===== src/rtl/acs_pkg.sv =====
// Constants and helpers for the gain order and carrier sense register bank
// What this block does
// - With the order select bit at 1, a gain reduction request lowers the first-stage amplifier gain first.
// - With the order select bit at 0, the second-stage gain is taken to its minimum before the first stage is lowered.
// - The rise threshold field in bits 5:4 disables the rise criterion when it holds 00, its reset value.
// - Rise codes 01, 10 and 11 raise carrier sense on a signal strength rise of 6, 10 or 14 dB.
// - The level threshold field in bits 3:0 is a signed two's complement offset in 1 dB steps from the amplitude goal.
// - Carrier sense is raised when signal strength reaches the level threshold; codes 1001 to 0111 mean -7 to +7 dB.
// - The level threshold code 1000 disables the level criterion.
// - Amplitude goal codes 000 to 111 mean 24, 27, 30, 33, 36, 38, 40 and 42 dB, with 011 after reset.
package acs_pkg;
  localparam logic [5:0] ACS_CTRL_ADDR    = 6'h1c;
  localparam int         ACS_ORDER_BIT    = 6;
  localparam int         ACS_RISE_LSB     = 4;
  localparam int         ACS_LEVEL_LSB    = 0;
  localparam logic       ACS_ORDER_RESET  = 1'b1;
  localparam logic [1:0] ACS_RISE_RESET   = 2'h0;
  localparam logic [3:0] ACS_LEVEL_RESET  = 4'h0;
  localparam logic [3:0] ACS_LEVEL_OFF    = 4'h8;
  localparam logic [1:0] ACS_RISE_OFF     = 2'h0;
  localparam logic [2:0] ACS_GOAL_RESET   = 3'h3;
  localparam logic [2:0] ACS_GAIN_MIN     = 3'h0;
  localparam logic [8:0] ACS_RISE_6DB     = 9'h006;
  localparam logic [8:0] ACS_RISE_10DB    = 9'h00a;
  localparam logic [8:0] ACS_RISE_14DB    = 9'h00e;

  // Amplitude goal in dB
  function automatic logic [8:0] acs_goal_db(input logic [2:0] code);
    case (code)
      3'h0:    acs_goal_db = 9'h018;
      3'h1:    acs_goal_db = 9'h01b;
      3'h2:    acs_goal_db = 9'h01e;
      3'h3:    acs_goal_db = 9'h021;
      3'h4:    acs_goal_db = 9'h024;
      3'h5:    acs_goal_db = 9'h026;
      3'h6:    acs_goal_db = 9'h028;
      default: acs_goal_db = 9'h02a;
    endcase
  endfunction

  function automatic logic [8:0] acs_rise_db(input logic [1:0] code);
    case (code)
      2'h1:    acs_rise_db = ACS_RISE_6DB;
      2'h2:    acs_rise_db = ACS_RISE_10DB;
      default: acs_rise_db = ACS_RISE_14DB;
    endcase
  endfunction

  // Goal plus signed offset; goal is at least 24 so the sum stays positive
  function automatic logic [8:0] acs_level_db(input logic [2:0] goal, input logic [3:0] thr);
    acs_level_db = 9'(acs_goal_db(goal) + {{5{thr[3]}}, thr});
  endfunction
endpackage

===== src/rtl/acs_ctrl.sv =====
// Gain reduction order and carrier sense control register with its decision logic
`timescale 1ns/1ps
`default_nettype none
module acs_ctrl
  import acs_pkg::*;
(
  input  wire logic       core_clk_in,
  input  wire logic       rst_in,
  input  wire logic [5:0] reg_addr_in,
  input  wire logic       reg_wr_in,
  input  wire logic [7:0] reg_wdata_in,
  output logic      [7:0] reg_rdata_out,
  input  wire logic [2:0] amplitude_goal_in,
  input  wire logic       gain_down_req_in,
  input  wire logic [2:0] lna_gain_in,
  input  wire logic [2:0] lna2_gain_in,
  output logic            lna_dec_out,
  output logic            lna2_dec_out,
  input  wire logic       rssi_valid_in,
  input  wire logic [7:0] rssi_in,
  output logic            carrier_sense_out
);
  logic       gain_reduce_order_select_reg;
  logic [1:0] cs_rise_threshold_reg;
  logic [3:0] cs_level_threshold_reg;
  logic [7:0] rssi_ref_reg;
  logic       ref_valid_reg;
  logic       level_hit;
  logic       rise_hit;
  logic       wr_hit;

  assign wr_hit = reg_wr_in && (reg_addr_in == ACS_CTRL_ADDR);

  // One block per field; bit 7 has no storage, so writes to it vanish
  always_ff @(posedge core_clk_in) begin
    if (rst_in) begin
      gain_reduce_order_select_reg <= ACS_ORDER_RESET;
    end else if (wr_hit) begin
      gain_reduce_order_select_reg <= reg_wdata_in[ACS_ORDER_BIT];
    end
  end

  always_ff @(posedge core_clk_in) begin
    if (rst_in) begin
      cs_rise_threshold_reg <= ACS_RISE_RESET;
    end else if (wr_hit) begin
      cs_rise_threshold_reg <= reg_wdata_in[ACS_RISE_LSB +: 2];
    end
  end

  always_ff @(posedge core_clk_in) begin
    if (rst_in) begin
      cs_level_threshold_reg <= ACS_LEVEL_RESET;
    end else if (wr_hit) begin
      cs_level_threshold_reg <= reg_wdata_in[ACS_LEVEL_LSB +: 4];
    end
  end

  // Readback is combinational so a read sees the last write at once
  always_comb begin
    reg_rdata_out = 8'h00;
    if (reg_addr_in == ACS_CTRL_ADDR) begin
      reg_rdata_out = {1'b0, gain_reduce_order_select_reg, cs_rise_threshold_reg, cs_level_threshold_reg};
    end
  end

  // One-cycle decrement pulses; a stage at minimum passes the step on
  always_ff @(posedge core_clk_in) begin
    if (rst_in) begin
      lna_dec_out  <= 1'b0;
      lna2_dec_out <= 1'b0;
    end else begin
      lna_dec_out  <= 1'b0;
      lna2_dec_out <= 1'b0;
      if (gain_down_req_in) begin
        if (gain_reduce_order_select_reg) begin
          if (lna_gain_in != ACS_GAIN_MIN) begin
            lna_dec_out <= 1'b1;
          end else if (lna2_gain_in != ACS_GAIN_MIN) begin
            lna2_dec_out <= 1'b1;
          end
        end else begin
          if (lna2_gain_in != ACS_GAIN_MIN) begin
            lna2_dec_out <= 1'b1;
          end else if (lna_gain_in != ACS_GAIN_MIN) begin
            lna_dec_out <= 1'b1;
          end
        end
      end
    end
  end

  assign level_hit = (cs_level_threshold_reg != ACS_LEVEL_OFF) &&
                     ({1'b0, rssi_in} >= acs_level_db(amplitude_goal_in, cs_level_threshold_reg));
  assign rise_hit  = (cs_rise_threshold_reg != ACS_RISE_OFF) && ref_valid_reg &&
                     ({1'b0, rssi_in} >= 9'({1'b0, rssi_ref_reg} + acs_rise_db(cs_rise_threshold_reg)));

  // Reference follows the signal while carrier sense is low, so a rise is measured from the quiet level
  always_ff @(posedge core_clk_in) begin
    if (rst_in) begin
      rssi_ref_reg  <= 8'h00;
      ref_valid_reg <= 1'b0;
    end else if (rssi_valid_in && !(level_hit || rise_hit)) begin
      rssi_ref_reg  <= rssi_in;
      ref_valid_reg <= 1'b1;
    end
  end

  always_ff @(posedge core_clk_in) begin
    if (rst_in) begin
      carrier_sense_out <= 1'b0;
    end else if (rssi_valid_in) begin
      carrier_sense_out <= level_hit || rise_hit;
    end
  end

  logic [8:0] lvl_chk;
  assign lvl_chk = acs_level_db(amplitude_goal_in, cs_level_threshold_reg);

  order_lna_a: assert property (@(posedge core_clk_in) disable iff (rst_in)
    gain_down_req_in && gain_reduce_order_select_reg && lna_gain_in != 3'h0 |=> lna_dec_out && !lna2_dec_out)
    else $error("First stage not lowered first");
  order_lna2_a: assert property (@(posedge core_clk_in) disable iff (rst_in)
    gain_down_req_in && !gain_reduce_order_select_reg && lna2_gain_in != 3'h0 |=> lna2_dec_out && !lna_dec_out)
    else $error("Second stage not lowered first");
  order_fall_a: assert property (@(posedge core_clk_in) disable iff (rst_in)
    gain_down_req_in && !gain_reduce_order_select_reg && lna2_gain_in == 3'h0 && lna_gain_in != 3'h0
    |=> lna_dec_out)
    else $error("First stage not lowered after second at minimum");
  rise_off_a: assert property (@(posedge core_clk_in) disable iff (rst_in)
    rssi_valid_in && cs_rise_threshold_reg == 2'h0 && !level_hit |=> !carrier_sense_out)
    else $error("Rise criterion active while disabled");
  rise_six_a: assert property (@(posedge core_clk_in) disable iff (rst_in)
    rssi_valid_in && ref_valid_reg && cs_rise_threshold_reg == 2'h1 && {1'b0, rssi_in} >= {1'b0, rssi_ref_reg} + 9'd6
    |=> carrier_sense_out)
    else $error("6 dB rise missed");
  level_sign_a: assert property (@(posedge core_clk_in) disable iff (rst_in)
    cs_level_threshold_reg == 4'hf |-> lvl_chk == acs_goal_db(amplitude_goal_in) - 9'd1)
    else $error("Level offset sign wrong");
  level_hit_a: assert property (@(posedge core_clk_in) disable iff (rst_in)
    rssi_valid_in && cs_level_threshold_reg == 4'h7 && amplitude_goal_in == ACS_GOAL_RESET && rssi_in >= 8'd40
    |=> carrier_sense_out)
    else $error("Level threshold reached but no carrier sense");
  level_off_a: assert property (@(posedge core_clk_in) disable iff (rst_in)
    rssi_valid_in && cs_level_threshold_reg == 4'h8 && cs_rise_threshold_reg == 2'h0 |=> !carrier_sense_out)
    else $error("Level criterion active while disabled");
  goal_top_a: assert property (@(posedge core_clk_in) disable iff (rst_in)
    amplitude_goal_in == 3'h7 && cs_level_threshold_reg == 4'h0 |-> lvl_chk == 9'd42)
    else $error("Goal code 111 not 42 dB");
  bit7_zero_a: assert property (@(posedge core_clk_in) disable iff (rst_in)
    wr_hit ##1 reg_addr_in == ACS_CTRL_ADDR
    |-> reg_rdata_out == ($past(reg_wdata_in) & 8'h7f))
    else $error("Readback differs from written value with bit 7 cleared");
  unmapped_rd_a: assert property (@(posedge core_clk_in) disable iff (rst_in)
    reg_addr_in != ACS_CTRL_ADDR |-> reg_rdata_out == 8'h00)
    else $error("Unmapped address reads nonzero");
  unmapped_wr_a: assert property (@(posedge core_clk_in) disable iff (rst_in)
    reg_wr_in && reg_addr_in != ACS_CTRL_ADDR
    |=> $stable(gain_reduce_order_select_reg) && $stable(cs_rise_threshold_reg)
        && $stable(cs_level_threshold_reg))
    else $error("Write to unmapped address changed the register");

  // Reset checks carry no disable so the reset itself is watched
  reset_regs_a: assert property (@(posedge core_clk_in)
    rst_in |=> gain_reduce_order_select_reg == ACS_ORDER_RESET && cs_rise_threshold_reg == ACS_RISE_RESET
               && cs_level_threshold_reg == ACS_LEVEL_RESET)
    else $error("Register not at reset value");
  reset_outs_a: assert property (@(posedge core_clk_in)
    rst_in |=> !carrier_sense_out && !ref_valid_reg && !lna_dec_out && !lna2_dec_out)
    else $error("Outputs not idle after reset");

  dec_onehot_a: assert property (@(posedge core_clk_in) disable iff (rst_in)
    !(lna_dec_out && lna2_dec_out))
    else $error("Both stages lowered in one step");
  no_req_a: assert property (@(posedge core_clk_in) disable iff (rst_in)
    !gain_down_req_in |=> !lna_dec_out && !lna2_dec_out)
    else $error("Gain step without request");
  both_min_a: assert property (@(posedge core_clk_in) disable iff (rst_in)
    gain_down_req_in && lna_gain_in == ACS_GAIN_MIN && lna2_gain_in == ACS_GAIN_MIN
    |=> !lna_dec_out && !lna2_dec_out)
    else $error("Gain step with both stages at minimum");
  order_spill_a: assert property (@(posedge core_clk_in) disable iff (rst_in)
    gain_down_req_in && gain_reduce_order_select_reg && lna_gain_in == ACS_GAIN_MIN && lna2_gain_in != ACS_GAIN_MIN
    |=> lna2_dec_out && !lna_dec_out)
    else $error("Second stage not lowered with first at minimum");

  rise_ten_a: assert property (@(posedge core_clk_in) disable iff (rst_in)
    rssi_valid_in && ref_valid_reg && cs_rise_threshold_reg == 2'h2
    && {1'b0, rssi_in} >= {1'b0, rssi_ref_reg} + 9'h00a |=> carrier_sense_out)
    else $error("10 dB rise missed");
  rise_ftn_a: assert property (@(posedge core_clk_in) disable iff (rst_in)
    rssi_valid_in && ref_valid_reg && cs_rise_threshold_reg == 2'h3
    && {1'b0, rssi_in} >= {1'b0, rssi_ref_reg} + 9'h00e |=> carrier_sense_out)
    else $error("14 dB rise missed");
  ref_frozen_a: assert property (@(posedge core_clk_in) disable iff (rst_in)
    rssi_valid_in && (level_hit || rise_hit) |=> $stable(rssi_ref_reg))
    else $error("Rise reference moved while sensing");
  ref_track_a: assert property (@(posedge core_clk_in) disable iff (rst_in)
    rssi_valid_in && !(level_hit || rise_hit) |=> ref_valid_reg && rssi_ref_reg == $past(rssi_in))
    else $error("Rise reference not following quiet level");
  level_below_a: assert property (@(posedge core_clk_in) disable iff (rst_in)
    rssi_valid_in && cs_level_threshold_reg != ACS_LEVEL_OFF && cs_rise_threshold_reg == ACS_RISE_OFF
    && {1'b0, rssi_in} < lvl_chk |=> !carrier_sense_out)
    else $error("Carrier sense below the level threshold");
  level_neg7_a: assert property (@(posedge core_clk_in) disable iff (rst_in)
    amplitude_goal_in == ACS_GOAL_RESET && cs_level_threshold_reg == 4'h9 |-> lvl_chk == 9'h01a)
    else $error("Code 1001 not 7 dB below goal");
  level_pos7_a: assert property (@(posedge core_clk_in) disable iff (rst_in)
    amplitude_goal_in == ACS_GOAL_RESET && cs_level_threshold_reg == 4'h7 |-> lvl_chk == 9'h028)
    else $error("Code 0111 not 7 dB above goal");
  goal_base_a: assert property (@(posedge core_clk_in) disable iff (rst_in)
    amplitude_goal_in == 3'h0 && cs_level_threshold_reg == 4'h0 |-> lvl_chk == 9'h018)
    else $error("Goal code 000 not 24 dB");
  cs_hold_a: assert property (@(posedge core_clk_in) disable iff (rst_in)
    !rssi_valid_in |=> $stable(carrier_sense_out))
    else $error("Carrier sense changed without a sample");

  sense_rise_c: cover property (@(posedge core_clk_in) disable iff (rst_in) rise_hit && rssi_valid_in);
  sense_level_c: cover property (@(posedge core_clk_in) disable iff (rst_in) level_hit && rssi_valid_in);
  lna2_first_c: cover property (@(posedge core_clk_in) disable iff (rst_in) lna2_dec_out ##[1:3] lna_dec_out);
  order_spill_c: cover property (@(posedge core_clk_in) disable iff (rst_in) gain_reduce_order_select_reg && lna2_dec_out);
  sense_drop_c: cover property (@(posedge core_clk_in) disable iff (rst_in) carrier_sense_out ##1 !carrier_sense_out);
endmodule
`default_nettype wire


===== config.mk =====
export PLATFORM = sky130hd
export DESIGN_NAME = acs_ctrl
export DESIGN_NICKNAME = d
export VERILOG_FILES = /design/src/rtl/acs_pkg.sv /design/src/rtl/acs_ctrl.sv
export SDC_FILE = /design/constraint.sdc
export NUM_CORES = 1
export LEC_CHECK = 0
export ABC_CLOCK_PERIOD_IN_PS = 4450
export BUFFER_PORTS_ARGS = -buffer_cell sky130_fd_sc_hd__buf_2
export CORE_MARGIN = 1.5
export CORE_UTILIZATION = 54
export CTS_BUF_LIST = sky130_fd_sc_hd__clkbuf_2
export DETAILED_ROUTE_END_ITERATION = 10
export HOLD_SLACK_MARGIN = 0.1
export PLACE_DENSITY = 0.88
export RECOVER_POWER = 100
export SYNTH_ARGS = -nofsm -noshare
export SYNTH_HDL_FRONTEND = slang
export SYNTH_SLANG_ARGS = --single-unit

===== constraint.sdc =====
create_clock -name core_clk_in -period 4.45 [get_ports core_clk_in]
set_clock_uncertainty 0.15 [all_clocks]
set_input_delay 0.6675 -clock core_clk_in [delete_from_list [all_inputs] [get_ports core_clk_in]]
set_output_delay 0.6675 -clock core_clk_in [all_outputs]
set_load 0.03 [all_outputs]

Word-level counts from Yosys, hierarchy flattened
Index checks and enable logic that the tools add are counted.
{ "totals": {"ff_bits": 19, "out_inout_bits": 11, "wordCells": 44} }
{ "classes": {"add_sub_neg": 2, "n_lt_le_gt_ge": 2, "n_eq_ne": 10, "mux": 9, "n_bitwise": 1, "n_reduce_logical": 12} }
{ "op_table": {"columns": ["cell", "n"], "rows": [
  ["$pmux W6 S7", 1],
  ["$ge A8 B9 Y1", 2],
  ["$add A8 B9 Y9", 1],
  ["$add A9 B9 Y9", 1],
  ["$eq A3 B3 Y1 const B", 3],
  ["$pmux W4 S2", 1],
  ["$mux W7", 1],
  ["$eq A3 B2 Y1 const B", 2],
  ["$eq A6 B5 Y1 const B", 1],
  ["$mux W1", 6],
  ["$reduce_bool A3 Y1", 2],
  ["$logic_and A1 B1 Y1", 5],
  ["$ne A4 B4 Y1 const B", 1],
  ["$eq A3 B1 Y1 const B", 1],
  ["$logic_not A3 Y1", 1],
  ["$eq A2 B1 Y1 const B", 1],
  ["$eq A2 B2 Y1 const B", 1],
  ["$reduce_bool A2 Y1", 1],
  ["$reduce_or A2 Y1", 1],
  ["$logic_not A1 Y1", 1],
  ["$logic_or A1 B1 Y1", 1],
  ["$not A1 Y1", 1]
]} }

Longest topological paths before layout
Gate-level depths: netlist (run 1).
{ "logic_depth": {"word_depth": 8, "ltp_mapped": 16} }

Least setup slack after synthesis (run 1)
OpenSTA, ideal clock, no wires.
{ "synth_timing": {"kind": "input to register", "startpoint": "in amplitude_goal_in[2]", "endpoint": "reg rssi_ref_reg[0]", "setup_time_ns": 0.072, "t_arrival_ns": 3.337, "required_time_ns": 4.228, "slack_ns": 0.891, "cell_stages": 16, "cell_sequence": "nand2b_1 xnor2_1 ha_1 a21o_1 a21oi_1 o21bai_1 a21o_1 a21oi_1 xor2_1 ha_1 nand3_1 nand4b_1 a41oi_1 o22a_1 buf_6 mux2i_1"} }
{ "synth_between": {"elab_chain_len": 8, "word_cells_on_any_way": 14} }
{ "synth_lines": {"columns": ["element", "line", "text"], "rows": [
  ["start: declaration", "acs_ctrl.sv:13", "input wire logic [2:0] amplitude_goal_in,"],
  ["$eq A3 B3 Y1, or another cell as far along", "acs_pkg.sv:29", "case (code)"],
  ["$pmux W6 S7 (*)", "acs_pkg.sv:29", null],
  ["$add A9 B9 Y9 (*)", null, null],
  ["$ge A8 B9 Y1 (*)", "acs_ctrl.sv:94", "({1'b0, rssi_in} >= acs_level_db(amplitude_goal_in, cs_level_threshold_reg));"],
  ["$logic_and A1 B1 Y1 (*)", "acs_ctrl.sv:93", "assign level_hit = (cs_level_threshold_reg != ACS_LEVEL_OFF) &&"],
  ["$logic_or A1 B1 Y1 (*)", "acs_ctrl.sv:103", "end else if (rssi_valid_in && !(level_hit || rise_hit)) begin"],
  ["$logic_not A1 Y1 (*)", "acs_ctrl.sv:103", null],
  ["$logic_and A1 B1 Y1 (*)", "acs_ctrl.sv:103", null],
  ["end signal: assignment", "acs_ctrl.sv:104", "rssi_ref_reg <= rssi_in;"],
  ["end: declaration", "acs_ctrl.sv:26", "logic [7:0] rssi_ref_reg;"]
]} }
Every way passes the cells marked *; elsewhere a longest branch is shown, timed or not.
A chain may end at the register's enable or synchronous reset.

Worst setup path after layout (run 1)
{ "layout_timing": {"startpoint": "in amplitude_goal_in[2]", "endpoint": "reg rssi_ref_reg[3]"} }
The elaborated chain is that of the path after synthesis.

==> results of run 1 <==
[worst max-delay path, stage by stage]
cell and delay, ns:
clkbuf_1 0.13, nand2b_1 0.21, xnor2_1 0.28, ha_1 0.29, a21o_1 0.17, a21oi_1 0.22
o21bai_1 0.11, a21o_1 0.21, a21oi_1 0.17, xor2_1 0.16, ha_1 0.27, nand3_1 0.09
nand4b_1 0.08, a41oi_1 0.17, o22a_1 0.19, clkbuf_1 0.28, mux2i_1 0.21
[routing by layer]
metal | vias to the layer above | share of wire | GRT usage
met5 | - | 0 | 0
met4 | 0 | 0.015 | 0.0698
met3 | 8 | 0.051 | 0.0424
met2 | 47 | 0.50 | 0.419
met1 | 687 | 0.44 | 0.248
li1 | 756 | - | -
[report_power, final]
group          internal, mW  switching (mW)  leakage [nW]
Clock                0.0238          0.0571        0.0166
Sequential            0.176         0.00544         0.155
Combinational        0.0467          0.0526         0.723
Total                 0.247           0.115         0.895
[stage by stage]
stage                     setup WS [ns]  cells  area [µm²]
after global routing              0.312    265        1880
after global placement            0.574    261        1880
after floorplan                   0.891    190        1640
after CTS                         0.745    265        1900
final                             0.648    265        1880
after detailed placement          0.398    261        1880
[cells in the mapped netlist (3+ instances only)]
library cell  number  area (µm²)
dfxtp_1           19         380
nor2_1             5        18.8
o21ai_0            5        25.0
nand2b_1          23         144
clkbuf_1           3        11.3
ha_1              26         325
nand2_1           11        41.3
a21o_1             5        37.5
mux2i_1            8        80.1
xor2_1             6        52.6
a21oi_1           16        80.1
nand3_1            9        45.0
xnor2_1            6        52.6
nor3_1             5        25.0
inv_1              8        30.0
and2_1             7        43.8
[final cells by class]
class / count / share of cell area
multi-input combinational: 157 / 0.630
sequential: 19 / 0.203
timing repair buffer: 46 / 0.120
tap: 31 / 0.0207
inverter: 8 / 0.0160
clock buffer: 4 / 0.0107
[logic make-up (layout without fill, tap and decap cells)]
| logic type | after synthesis | after routing | synth area share |
|---|---|---|---|
| AOI/OAI and AO/OA | 38 | 38 | 0.149 |
| DFF | 19 | 19 | 0.232 |
| buffers and inverters | 14 | 58 | 0.0412 |
| xor gates and xnor gates | 12 | 12 | 0.0641 |
| other | 1 | 1 | 0.00229 |
| adders and majority gates | 28 | 28 | 0.223 |
| muxes | 8 | 8 | 0.0489 |
| and+or+nand+nor | 70 | 70 | 0.240 |
[worst paths after layout]
path / startpoint / end / cells after the start
worst max-delay path: amplitude_goal_in[2] / rssi_ref_reg[3] / 17
worst min-delay path: rssi_ref_reg[3] / rssi_ref_reg[3] / 2
worst max register to register: cs_level_threshold_reg[1] / rssi_ref_reg[3] / 14
worst min register to register: rssi_ref_reg[3] / rssi_ref_reg[3] / 2
==> results.md, run 1 <==
* CTS buffer count at 3
* Register area share after synthesis at 0.232
* Synth Register Bits at 19
* Leakage power at 0.895 nW
* Largest register FFs at 8
* TritonCTS clock tree: yes
* Filler cells at 260
* Cell area after synthesis at 1640 µm²
* Clock latency on the worst-skew pair at 0.32 ns
* Fmax at 263 MHz
* Starting DRC count in detailed routing at 59
* Commonest non-fill, non-tap cell in the layout: buf_2
* Final setup viols at 0
* Detail Route Antenna Nets at 0
* Hold Fails Final Rpt at 0
* Clk sinks at 19
* Cells after Synth at 190
* Yosys cell types at 37
* Ys flop type: dfxtp_1
* Pwr dens at 193 nW/µm²
* Largest net degree at the start of global routing at 27
* Clock slew at reported path FFs at 0.18 ns
* Chip Height at 58.1 µm
* Row cnt at 19
* Reg area at 380 µm²
* Critical Setup Path Class: primary input to flip-flop
* Number of synthesized flops with an enable pin at 0
* Hold_ws at 0.356 ns
* Final #Nets at 299
* Port Buf Inserts at 44
* DRC viols at 0
* Post-cts sizing count at 0
* 1st-pass router iterations at 6
* Max Buffers Root-to-Sink at 2
* Worst reg2reg setup slack at 1.13 ns
* Core footprint at 2830 µm²
* Util after Layout at 0.663
* Total GRT Usage at 0.222
* Initial Utilization at 0.579
* Share of cells above drive strength 1 at 0.197
* Multi-input logic area at 1180 µm²
* Die area at 3380 µm²
* Tot Pwr at 0.362 mW
* N_diodes at 0
* DR WL/cell at 13.0 µm
* Final wirelength at 3450 µm
* Chip width at 58.1 µm
* Period utilisation layout at 0.854
* Worst-path fanout max at 5
* Placer Congestion at 0.856
* Post-CTS Setup Bufs at 0
* Setup repair after global routing missed its margin: false
* Layout area overhead at 14.4%
* Mean post-synth cell area at 8.63 µm²
* First-pass GRT wire length at 5880 µm
* Vias per inst at 5.65
* GRT Residual Overflow at 0
* I/O pin count at 47
* Relative slew slack at 0.202
* Async set-or-reset flop fraction in the synthesized netlist at 0
* Cts hold-fix bufs at 0
* CP required at 4.56 ns
* Slew Viols, Final at 0
* Peak supply drop at 0.133 mV
* Total number of vias at 1498
* Yosys warns at 0
* Max-cap violations at 0
* Worst EP arrival at 3.91 ns
* Htree depth at 1
* Syn nets at 254
* Worst Max-Slew Pin Slew at 1.19 ns
* Dpl hpwl at 2920 µm
* Hold Crit Class: flip-flop to flip-flop
* Vias in the first global route at 1417
* Most frequent cells in the layout: buf_2 (39), ha_1 (26), nand2b_1 (23)
* Final min period at 3.80 ns
* Status: finished, final reports clean
* Root Buffer Master: clkbuf_2
* Worst Setup End Kind: flip-flop
* Startpoint types: primary input
* Antenna violations before repair at 0
* Post-route setup TNS at 0 ns
Power figures use the tool's default switching activity.
==> inputs of run 2 (changes only) <==
--- a/config.mk
+++ b/config.mk
@@ -6,13 +6,13 @@
 export NUM_CORES = 1
 export LEC_CHECK = 0
 export ABC_CLOCK_PERIOD_IN_PS = 4450
-export BUFFER_PORTS_ARGS = -buffer_cell sky130_fd_sc_hd__buf_2
 export CORE_MARGIN = 1.5
-export CORE_UTILIZATION = 54
+export CORE_UTILIZATION = 60
 export CTS_BUF_LIST = sky130_fd_sc_hd__clkbuf_2
 export DETAILED_ROUTE_END_ITERATION = 10
+export DONT_BUFFER_PORTS = 1
 export HOLD_SLACK_MARGIN = 0.1
-export PLACE_DENSITY = 0.88
+export PLACE_DENSITY = 0.81
 export RECOVER_POWER = 100
 export SYNTH_ARGS = -nofsm -noshare
 export SYNTH_HDL_FRONTEND = slang
==> run 2 against run 1 <==
Against the previous run: non-clock buffer count is 45 lower; cell count is 17% lower; worst setup slack better by 0.24 ns; combinational power is 27% lower; total power is 7.5% lower; maximum frequency is 6.6% higher; count of clock-buffer cells in the layout stayed put; first-iteration DRC count is 37% lower; hold slack worse by 0.12 ns; core utilization is 0.43 points lower; sequential share of layout area is 2.6 points higher; die area is 9.5% lower; largest cell class unchanged; largest power group unchanged.
==> results.md, run 2 (same netlist as run 1, synthesis figures left out) <==
* Layout area overhead at 1.37%
* Antenna violations before repair at 0 (unchanged)
* Status: finished, final reports clean
* Vias per inst at 5.89 (+4.3%)
* Pwr dens at 202 nW/µm² (+4.4%)
* Fmax at 280 MHz (+6.6%)
* Initial Utilization at 0.650 (+0.0704)
* Clock latency on the worst-skew pair at 0.32 ns (about the same)
* DR WL/cell at 14.1 µm (+8.1%)
* Post-route setup TNS at 0 ns (unchanged)
* Post-CTS Setup Bufs at 0 (unchanged)
* Leakage power at 0.724 nW (-19%)
* Post-cts sizing count at 0 (unchanged)
* Largest register FFs at 8 (unchanged)
* CP required at 4.57 ns (about the same)
* I/O pin count at 47 (unchanged)
* Most frequent cells in the layout: ha_1 (26), nand2b_1 (23), dfxtp_1 (19)
* First-pass GRT wire length at 5270 µm (-10%)
* Max-cap violations at 0 (unchanged)
* Starting DRC count in detailed routing at 37 (-37%)
* Hold Crit Class: primary input to flip-flop
* TritonCTS clock tree: yes
* Period utilisation layout at 0.801 (-0.0532)
* Commonest non-fill, non-tap cell in the layout: ha_1
* Chip width at 55.3 µm (-4.9%)
* Final setup margin at 0.885 ns (+0.237 ns)
* Hold_ws at 0.237 ns (-0.118 ns)
* Largest net degree at the start of global routing at 27 (unchanged)
* Clk sinks at 19 (unchanged)
* Row cnt at 18 (-1)
* Reg area at 380 µm² (unchanged)
* Hold Fails Final Rpt at 0 (unchanged)
* Relative slew slack at 0.207 (+0.00530)
* Chip Height at 55.3 µm (-4.9%)
* Worst-path fanout max at 9 (+4)
* Die area at 3050 µm² (-9.5%)
* Filler cells at 211 (-19%)
* Final setup viols at 0 (unchanged)
* Core footprint at 2520 µm² (-11%)
* Total number of vias at 1291 (-14%)
* Final min period at 3.57 ns (-0.237 ns)
* Max Buffers Root-to-Sink at 2 (unchanged)
* DRC viols at 0 (unchanged)
* Slew Viols, Final at 0 (unchanged)
* Placer Congestion at 0.817 (-4.6%)
* Port Buf Inserts at 0 (-100%)
* Peak supply drop at 0.155 mV (+16%)
* Final #Nets at 254 (-15%)
* Multi-input logic area at 1190 µm² (+0.42%)
* Worst Setup End Kind: flip-flop
* Dpl hpwl at 2540 µm (-13%)
* N_diodes at 0 (unchanged)
* Htree depth at 1 (unchanged)
* Final wirelength at 3080 µm (-11%)
* Worst Max-Slew Pin Slew at 1.18 ns (-0.00789 ns)
* Vias in the first global route at 1268 (-11%)
* Setup repair after global routing missed its margin: false
* GRT Residual Overflow at 0 (unchanged)
* CTS buffer count at 3 (unchanged)
* Root Buffer Master: clkbuf_2
* Cts hold-fix bufs at 0 (unchanged)
* Startpoint types: primary input
* Share of cells above drive strength 1 at 0.0423 (-0.154)
* Total GRT Usage at 0.210 (-0.0119)
* Setup slack at placement at 0.508 ns (+0.110 ns)
* Worst EP arrival at 3.68 ns (-0.23 ns)
* Detail Route Antenna Nets at 0 (unchanged)
* 1st-pass router iterations at 4 (-2)
* Clock slew at reported path FFs at 0.18 ns (about the same)
* Critical Setup Path Class: primary input to flip-flop
## run 2: cell types whose count changed in the layout (fill, tap and decap cells not counted), sizes merged
| cell | previous run | this run |
|---|---|---|
| buf | 40 | 1 |
| clkbuf | 10 | 4 |
## run 2: final cells by class
class,instances,area share
Multi-Input combinational cell,157,0.714
Sequential cell,19,0.229
Tap cell,30,0.0226
Inverter,8,0.0181
Clock buffer,4,0.0120
Timing Repair Buffer,1,0.00452
## run 2: critical path, cell delays in order
cell	delay [ns]
nand2b_1	0.16
xnor2_1	0.25
ha_1	0.28
a21o_1	0.17
a21oi_1	0.20
o21bai_1	0.09
a21o_1	0.20
a21oi_1	0.17
xor2_1	0.18
ha_1	0.28
nand3_1	0.10
nand4b_1	0.09
a41oi_1	0.17
o22a_1	0.24
buf_4	0.23
mux2i_1	0.20
## run 2: path summary, 6_finish.rpt
check,depth (start not counted),startpoint,endpoint,slack [ns]
max,16,amplitude_goal_in[2],rssi_ref_reg[3],0.88
min,1,rst_in,cs_rise_threshold_reg[1],0.24
max reg2reg,14,cs_level_threshold_reg[1],rssi_ref_reg[3],1.17
min reg2reg,2,cs_rise_threshold_reg[0],cs_rise_threshold_reg[0],0.36
## run 2: metrics by stage
step	power [mW]	util	std cells	area, µm²
after floorplan	0.251	-	190	1640
after global placement	0.255	0.653	215	1650
after detailed placement	0.260	0.653	215	1650
after CTS	0.340	0.661	219	1670
after global routing	0.355	0.659	219	1660
final	0.335	0.659	219	1660
## run 2: metal layers
metal | part of all wire | track usage | vias up
li1 | - | - | 662
met1 | 0.43 | 0.245 | 574
met3 | 0.075 | 0.0585 | 5
met5 | 0 | 0 | -
met4 | 0.014 | 0.0801 | 0
met2 | 0.49 | 0.362 | 50
## run 2: report_power, final
group	total, mW	switching, mW	internal (mW)
clock network	0.0783	0.0545	0.0238
registers	0.185	0.00821	0.176
logic	0.0721	0.0364	0.0357
==> inputs of run 3 (changes only) <==
--- a/config.mk
+++ b/config.mk
@@ -5,14 +5,15 @@
 export SDC_FILE = /design/constraint.sdc
 export NUM_CORES = 1
 export LEC_CHECK = 0
-export ABC_CLOCK_PERIOD_IN_PS = 4450
+export ABC_AREA = 1
+export ABC_CLOCK_PERIOD_IN_PS = 3200
 export CORE_MARGIN = 1.5
 export CORE_UTILIZATION = 60
 export CTS_BUF_LIST = sky130_fd_sc_hd__clkbuf_2
 export DETAILED_ROUTE_END_ITERATION = 10
 export DONT_BUFFER_PORTS = 1
 export HOLD_SLACK_MARGIN = 0.1
-export PLACE_DENSITY = 0.81
+export PLACE_DENSITY = 0.84
 export RECOVER_POWER = 100
 export SYNTH_ARGS = -nofsm -noshare
 export SYNTH_HDL_FRONTEND = slang
==> constraint.sdc (replaced) <==
create_clock -name core_clk_in -period 3.2 [get_ports core_clk_in]
set_clock_uncertainty 0.15 [all_clocks]
set_input_delay 0.48 -clock core_clk_in [delete_from_list [all_inputs] [get_ports core_clk_in]]
set_output_delay 0.48 -clock core_clk_in [all_outputs]
set_load 0.03 [all_outputs]
==> run 3 against run 2 <==
Against the previous run: critical path depth up 1; combinational power rose by 150%; cell area is 11% higher; sequential share of layout area is 2.2 points lower; largest cell class unchanged; critical endpoint is now rssi_ref_reg[2]; first-iteration DRC count increased by 49%; sequential power up 41%; largest power group unchanged; count of clock-buffer cells in the layout shrank 1.
==> results.md, run 3 <==
* Total GRT Usage at 0.215 (+0.00461)
* Worst Setup End Kind: flip-flop
* Hold Fails Final Rpt at 0 (unchanged)
* CP required at 3.27 ns (-1.30 ns)
* GRT Residual Overflow at 0 (unchanged)
* Slew Viols, Final at 0 (unchanged)
* Yosys warns at 0 (unchanged)
* Final #Nets at 325 (+28%)
* Peak supply drop at 0.273 mV (+77%)
* Hold Crit Class: primary input to flip-flop
* Max-cap violations at 0 (unchanged)
* Port Buf Inserts at 0 (unchanged)
* Reg power frac at 0.483 (-0.068)
* Final wirelength at 3330 µm (+8.3%)
* Htree depth at 1 (unchanged)
* Pwr dens at 294 nW/µm² (+46%)
* Comb pwr share at 0.331 (+0.116)
* Most frequent cells in the layout: nand2_1 (48), inv_1 (42), ha_1 (26)
* Ys flop type: dfxtp_1
* Share of cells above drive strength 1 at 0.100 (+0.0577)
* Async set-or-reset flop fraction in the synthesized netlist at 0 (unchanged)
* Cell area after synthesis at 1740 µm² (+6.1%)
* N_diodes at 0 (unchanged)
* Status: finished, final reports clean
* Core footprint at 2760 µm² (+9.3%)
* Cells after Synth at 252 (+33%)
* DRC viols at 0 (unchanged)
* Leading area contributor after synthesis: dfxtp_1
* Vias in the first global route at 1363 (+7.5%)
* Most frequent cell after synthesis: nand2_1
* Yosys cell types at 28 (-24%)
* DP Area at 1790 µm² (+8.4%)
* DR WL/cell at 11.5 µm (-19%)
* Most frequent cells after synthesis: nand2_1 (48), inv_1 (43), ha_1 (26)
* Antenna violations before repair at 0 (unchanged)
* Worst Max-Slew Pin Slew at 0.561 ns (-0.619 ns)
* Hold_ws at 0.162 ns (-0.0755 ns)
* Syn nets at 316 (+24%)
* Chip Height at 56.8 µm (+2.8%)
* Worst EP arrival at 3.06 ns (-0.62 ns)
* Worst-path fanout max at 11 (+2)
* Register area share after synthesis at 0.219 (-0.0134)
* Clock slew at reported path FFs at 0.18 ns (about the same)
* Synth Register Bits at 19 (unchanged)
* Commonest non-fill, non-tap cell in the layout: nand2_1
* Top cells by area, synth: dfxtp_1 (22%), ha_1 (19%), nand2_1 (10%)
* Clk sinks at 19 (unchanged)
* Row cnt at 19 (+1)
* Total number of vias at 1560 (+21%)
* I/O pin count at 47 (unchanged)
* Fmax at 334 MHz
* Dpl hpwl at 2740 µm (+7.8%)
* Vias per inst at 5.36 (-9.1%)
* Relative slew slack at 0.625 (+0.418)
* Net Sw Frac at 0.348 (+0.0521)
* Clock latency on the worst-skew pair at 0.30 ns (-0.02 ns)
* TritonCTS clock tree: yes
* Root Buffer Master: clkbuf_2
* Largest register FFs at 8 (unchanged)
* Max Buffers Root-to-Sink at 2 (unchanged)
* Number of synthesized flops with an enable pin at 0 (unchanged)
* Hold Path Cell Cnt at 2 (+1)
* Initial Utilization at 0.631 (-0.0191)
* Final setup viols at 0 (unchanged)
* Post-synth top area share at 0.219 (-0.0134)
* Clk pwr share at 0.186 (-0.048)
* Tot Pwr at 0.541 mW (+62%)
* 1st-pass router iterations at 4 (unchanged)
* Detail Route Antenna Nets at 0 (unchanged)
* Int Pwr at 0.353 mW (+50%)
* First-pass GRT wire length at 5460 µm (+3.7%)
* Design Area, Final at 1840 µm² (+11%)
* Placer Congestion at 0.862 (+5.5%)
* Starting DRC count in detailed routing at 55 (+49%)
* Sw Pwr at 0.188 mW (+90%)
* Leakage power at 0.929 nW (+28%)
* Largest net degree at the start of global routing at 19 (-30%)
* Die area at 3230 µm² (+5.8%)
* CTS buffer count at 3 (unchanged)
* Critical Setup Path Class: flip-flop to flip-flop
* Final min period at 2.99 ns
* Chip width at 56.8 µm (+2.8%)
* Period utilisation layout at 0.934
* Startpoint types: flip-flop
* Mean post-synth cell area at 6.90 µm² (-20%)
* Reg2Reg Depth at 17 (+3)
* Layout area overhead at 5.83%
==> run 3: cell types whose count changed in the layout (fill, tap and decap cells not counted), moves of 3 or more <==
| cell | delta |
|---|---|
| a21oi_1 | +9 |
| nand3_1 | +5 |
| a21oi_2 | +4 |
| nand2b_1 | -23 |
| buf_4 | +6 |
| mux2i_1 | -8 |
| a21o_1 | -3 |
| inv_1 | +34 |
| nand2_1 | +37 |
| and2_0 | -7 |
| nor2_1 | +19 |
| o21ai_0 | +5 |
==> run 3: cell families (layout without fill, tap and decap cells) <==
family                     Yosys count  in the layout  share of synthesized area
AOI/OAI and AO/OA                   46             46                      0.158
xor gates and xnor gates            10             10                     0.0504
adders and majority gates           28             28                      0.210
buffers and inverters               48             56                      0.114
DFF                                 19             19                      0.219
other                                1              1                    0.00216
and+or+nand+nor                    100            100                      0.247
==> run 3: repair_timing <==
item / CTS / global route
setup endpoints to repair: 0 / 10
hold endpoints to repair: 1 / 0
gates resized for setup: 0 / 5
buffers inserted: 0 / 2
hold buffers: 1 / 0
==> run 3: per-layer routing <==
layer  track usage  share of wire
met4        0.0764          0.012
met1         0.277           0.49
met2         0.360           0.44
met5             0              0
met3        0.0346          0.057
==> run 3: layout make-up <==
class,count,area [µm²]
Clock inverter,1,5.00
Tap cell,31,38.8
Sequential cell,19,382
Clock buffer,3,15.0
Inverter,43,161
Fill cell,264,917
Timing Repair Buffer,9,66.3
Multi-Input combinational cell,185,1170
==> run 3: final timing paths <==
| path | endpoint | from | slack, ns |
|---|---|---|---|
| max | rssi_ref_reg[2] | rssi_ref_reg[1] | 0.21 |
| min | lna2_dec_out | gain_down_req_in | 0.16 |
| max reg2reg | rssi_ref_reg[2] | rssi_ref_reg[1] | 0.21 |
| min reg2reg | rssi_ref_reg[6] | rssi_ref_reg[6] | 0.36 |
==> run 3: critical path: stages, from the launching register on <==
cell     delay (ns)
dfxtp_1        0.38
inv_1          0.07
fa_1           0.43
or2_2          0.32
nand2_1        0.07
nand2_1        0.09
nor3_2         0.14
xor2_1         0.16
ha_1           0.26
nand2_1        0.06
nor2_1         0.03
a21oi_1        0.15
nand2_2        0.09
a21oi_4        0.12
buf_4          0.18
nand3_1        0.08
nand2_1        0.06
nor2_1         0.04
==> run 3: power by group through the flow <==
| stage | Sequential, mW | Combinational (mW) | Clock, mW |
|---|---|---|---|
| CTS | 0.261 | 0.173 | 0.106 |
| global route | 0.263 | 0.203 | 0.117 |
| detailed placement | 0.266 | 0.171 | 0 |
| finish | 0.261 | 0.179 | 0.101 |
| global placement | 0.266 | 0.165 | 0 |
| floorplan | 0.265 | 0.144 | 0 |
==> run 3: through the flow <==
stage          TNS (ns)  std cells  utilization  setup slack, ns
2_1_floorplan         0        252            -            0.218
3_3_place_gp          0        284        0.647           0.0474
3_5_place_dp          0        284        0.647          0.00507
4_1_cts               0        289        0.658            0.137
5_1_grt        -0.00461        291        0.667         -0.00461
6_report              0        291        0.667            0.210
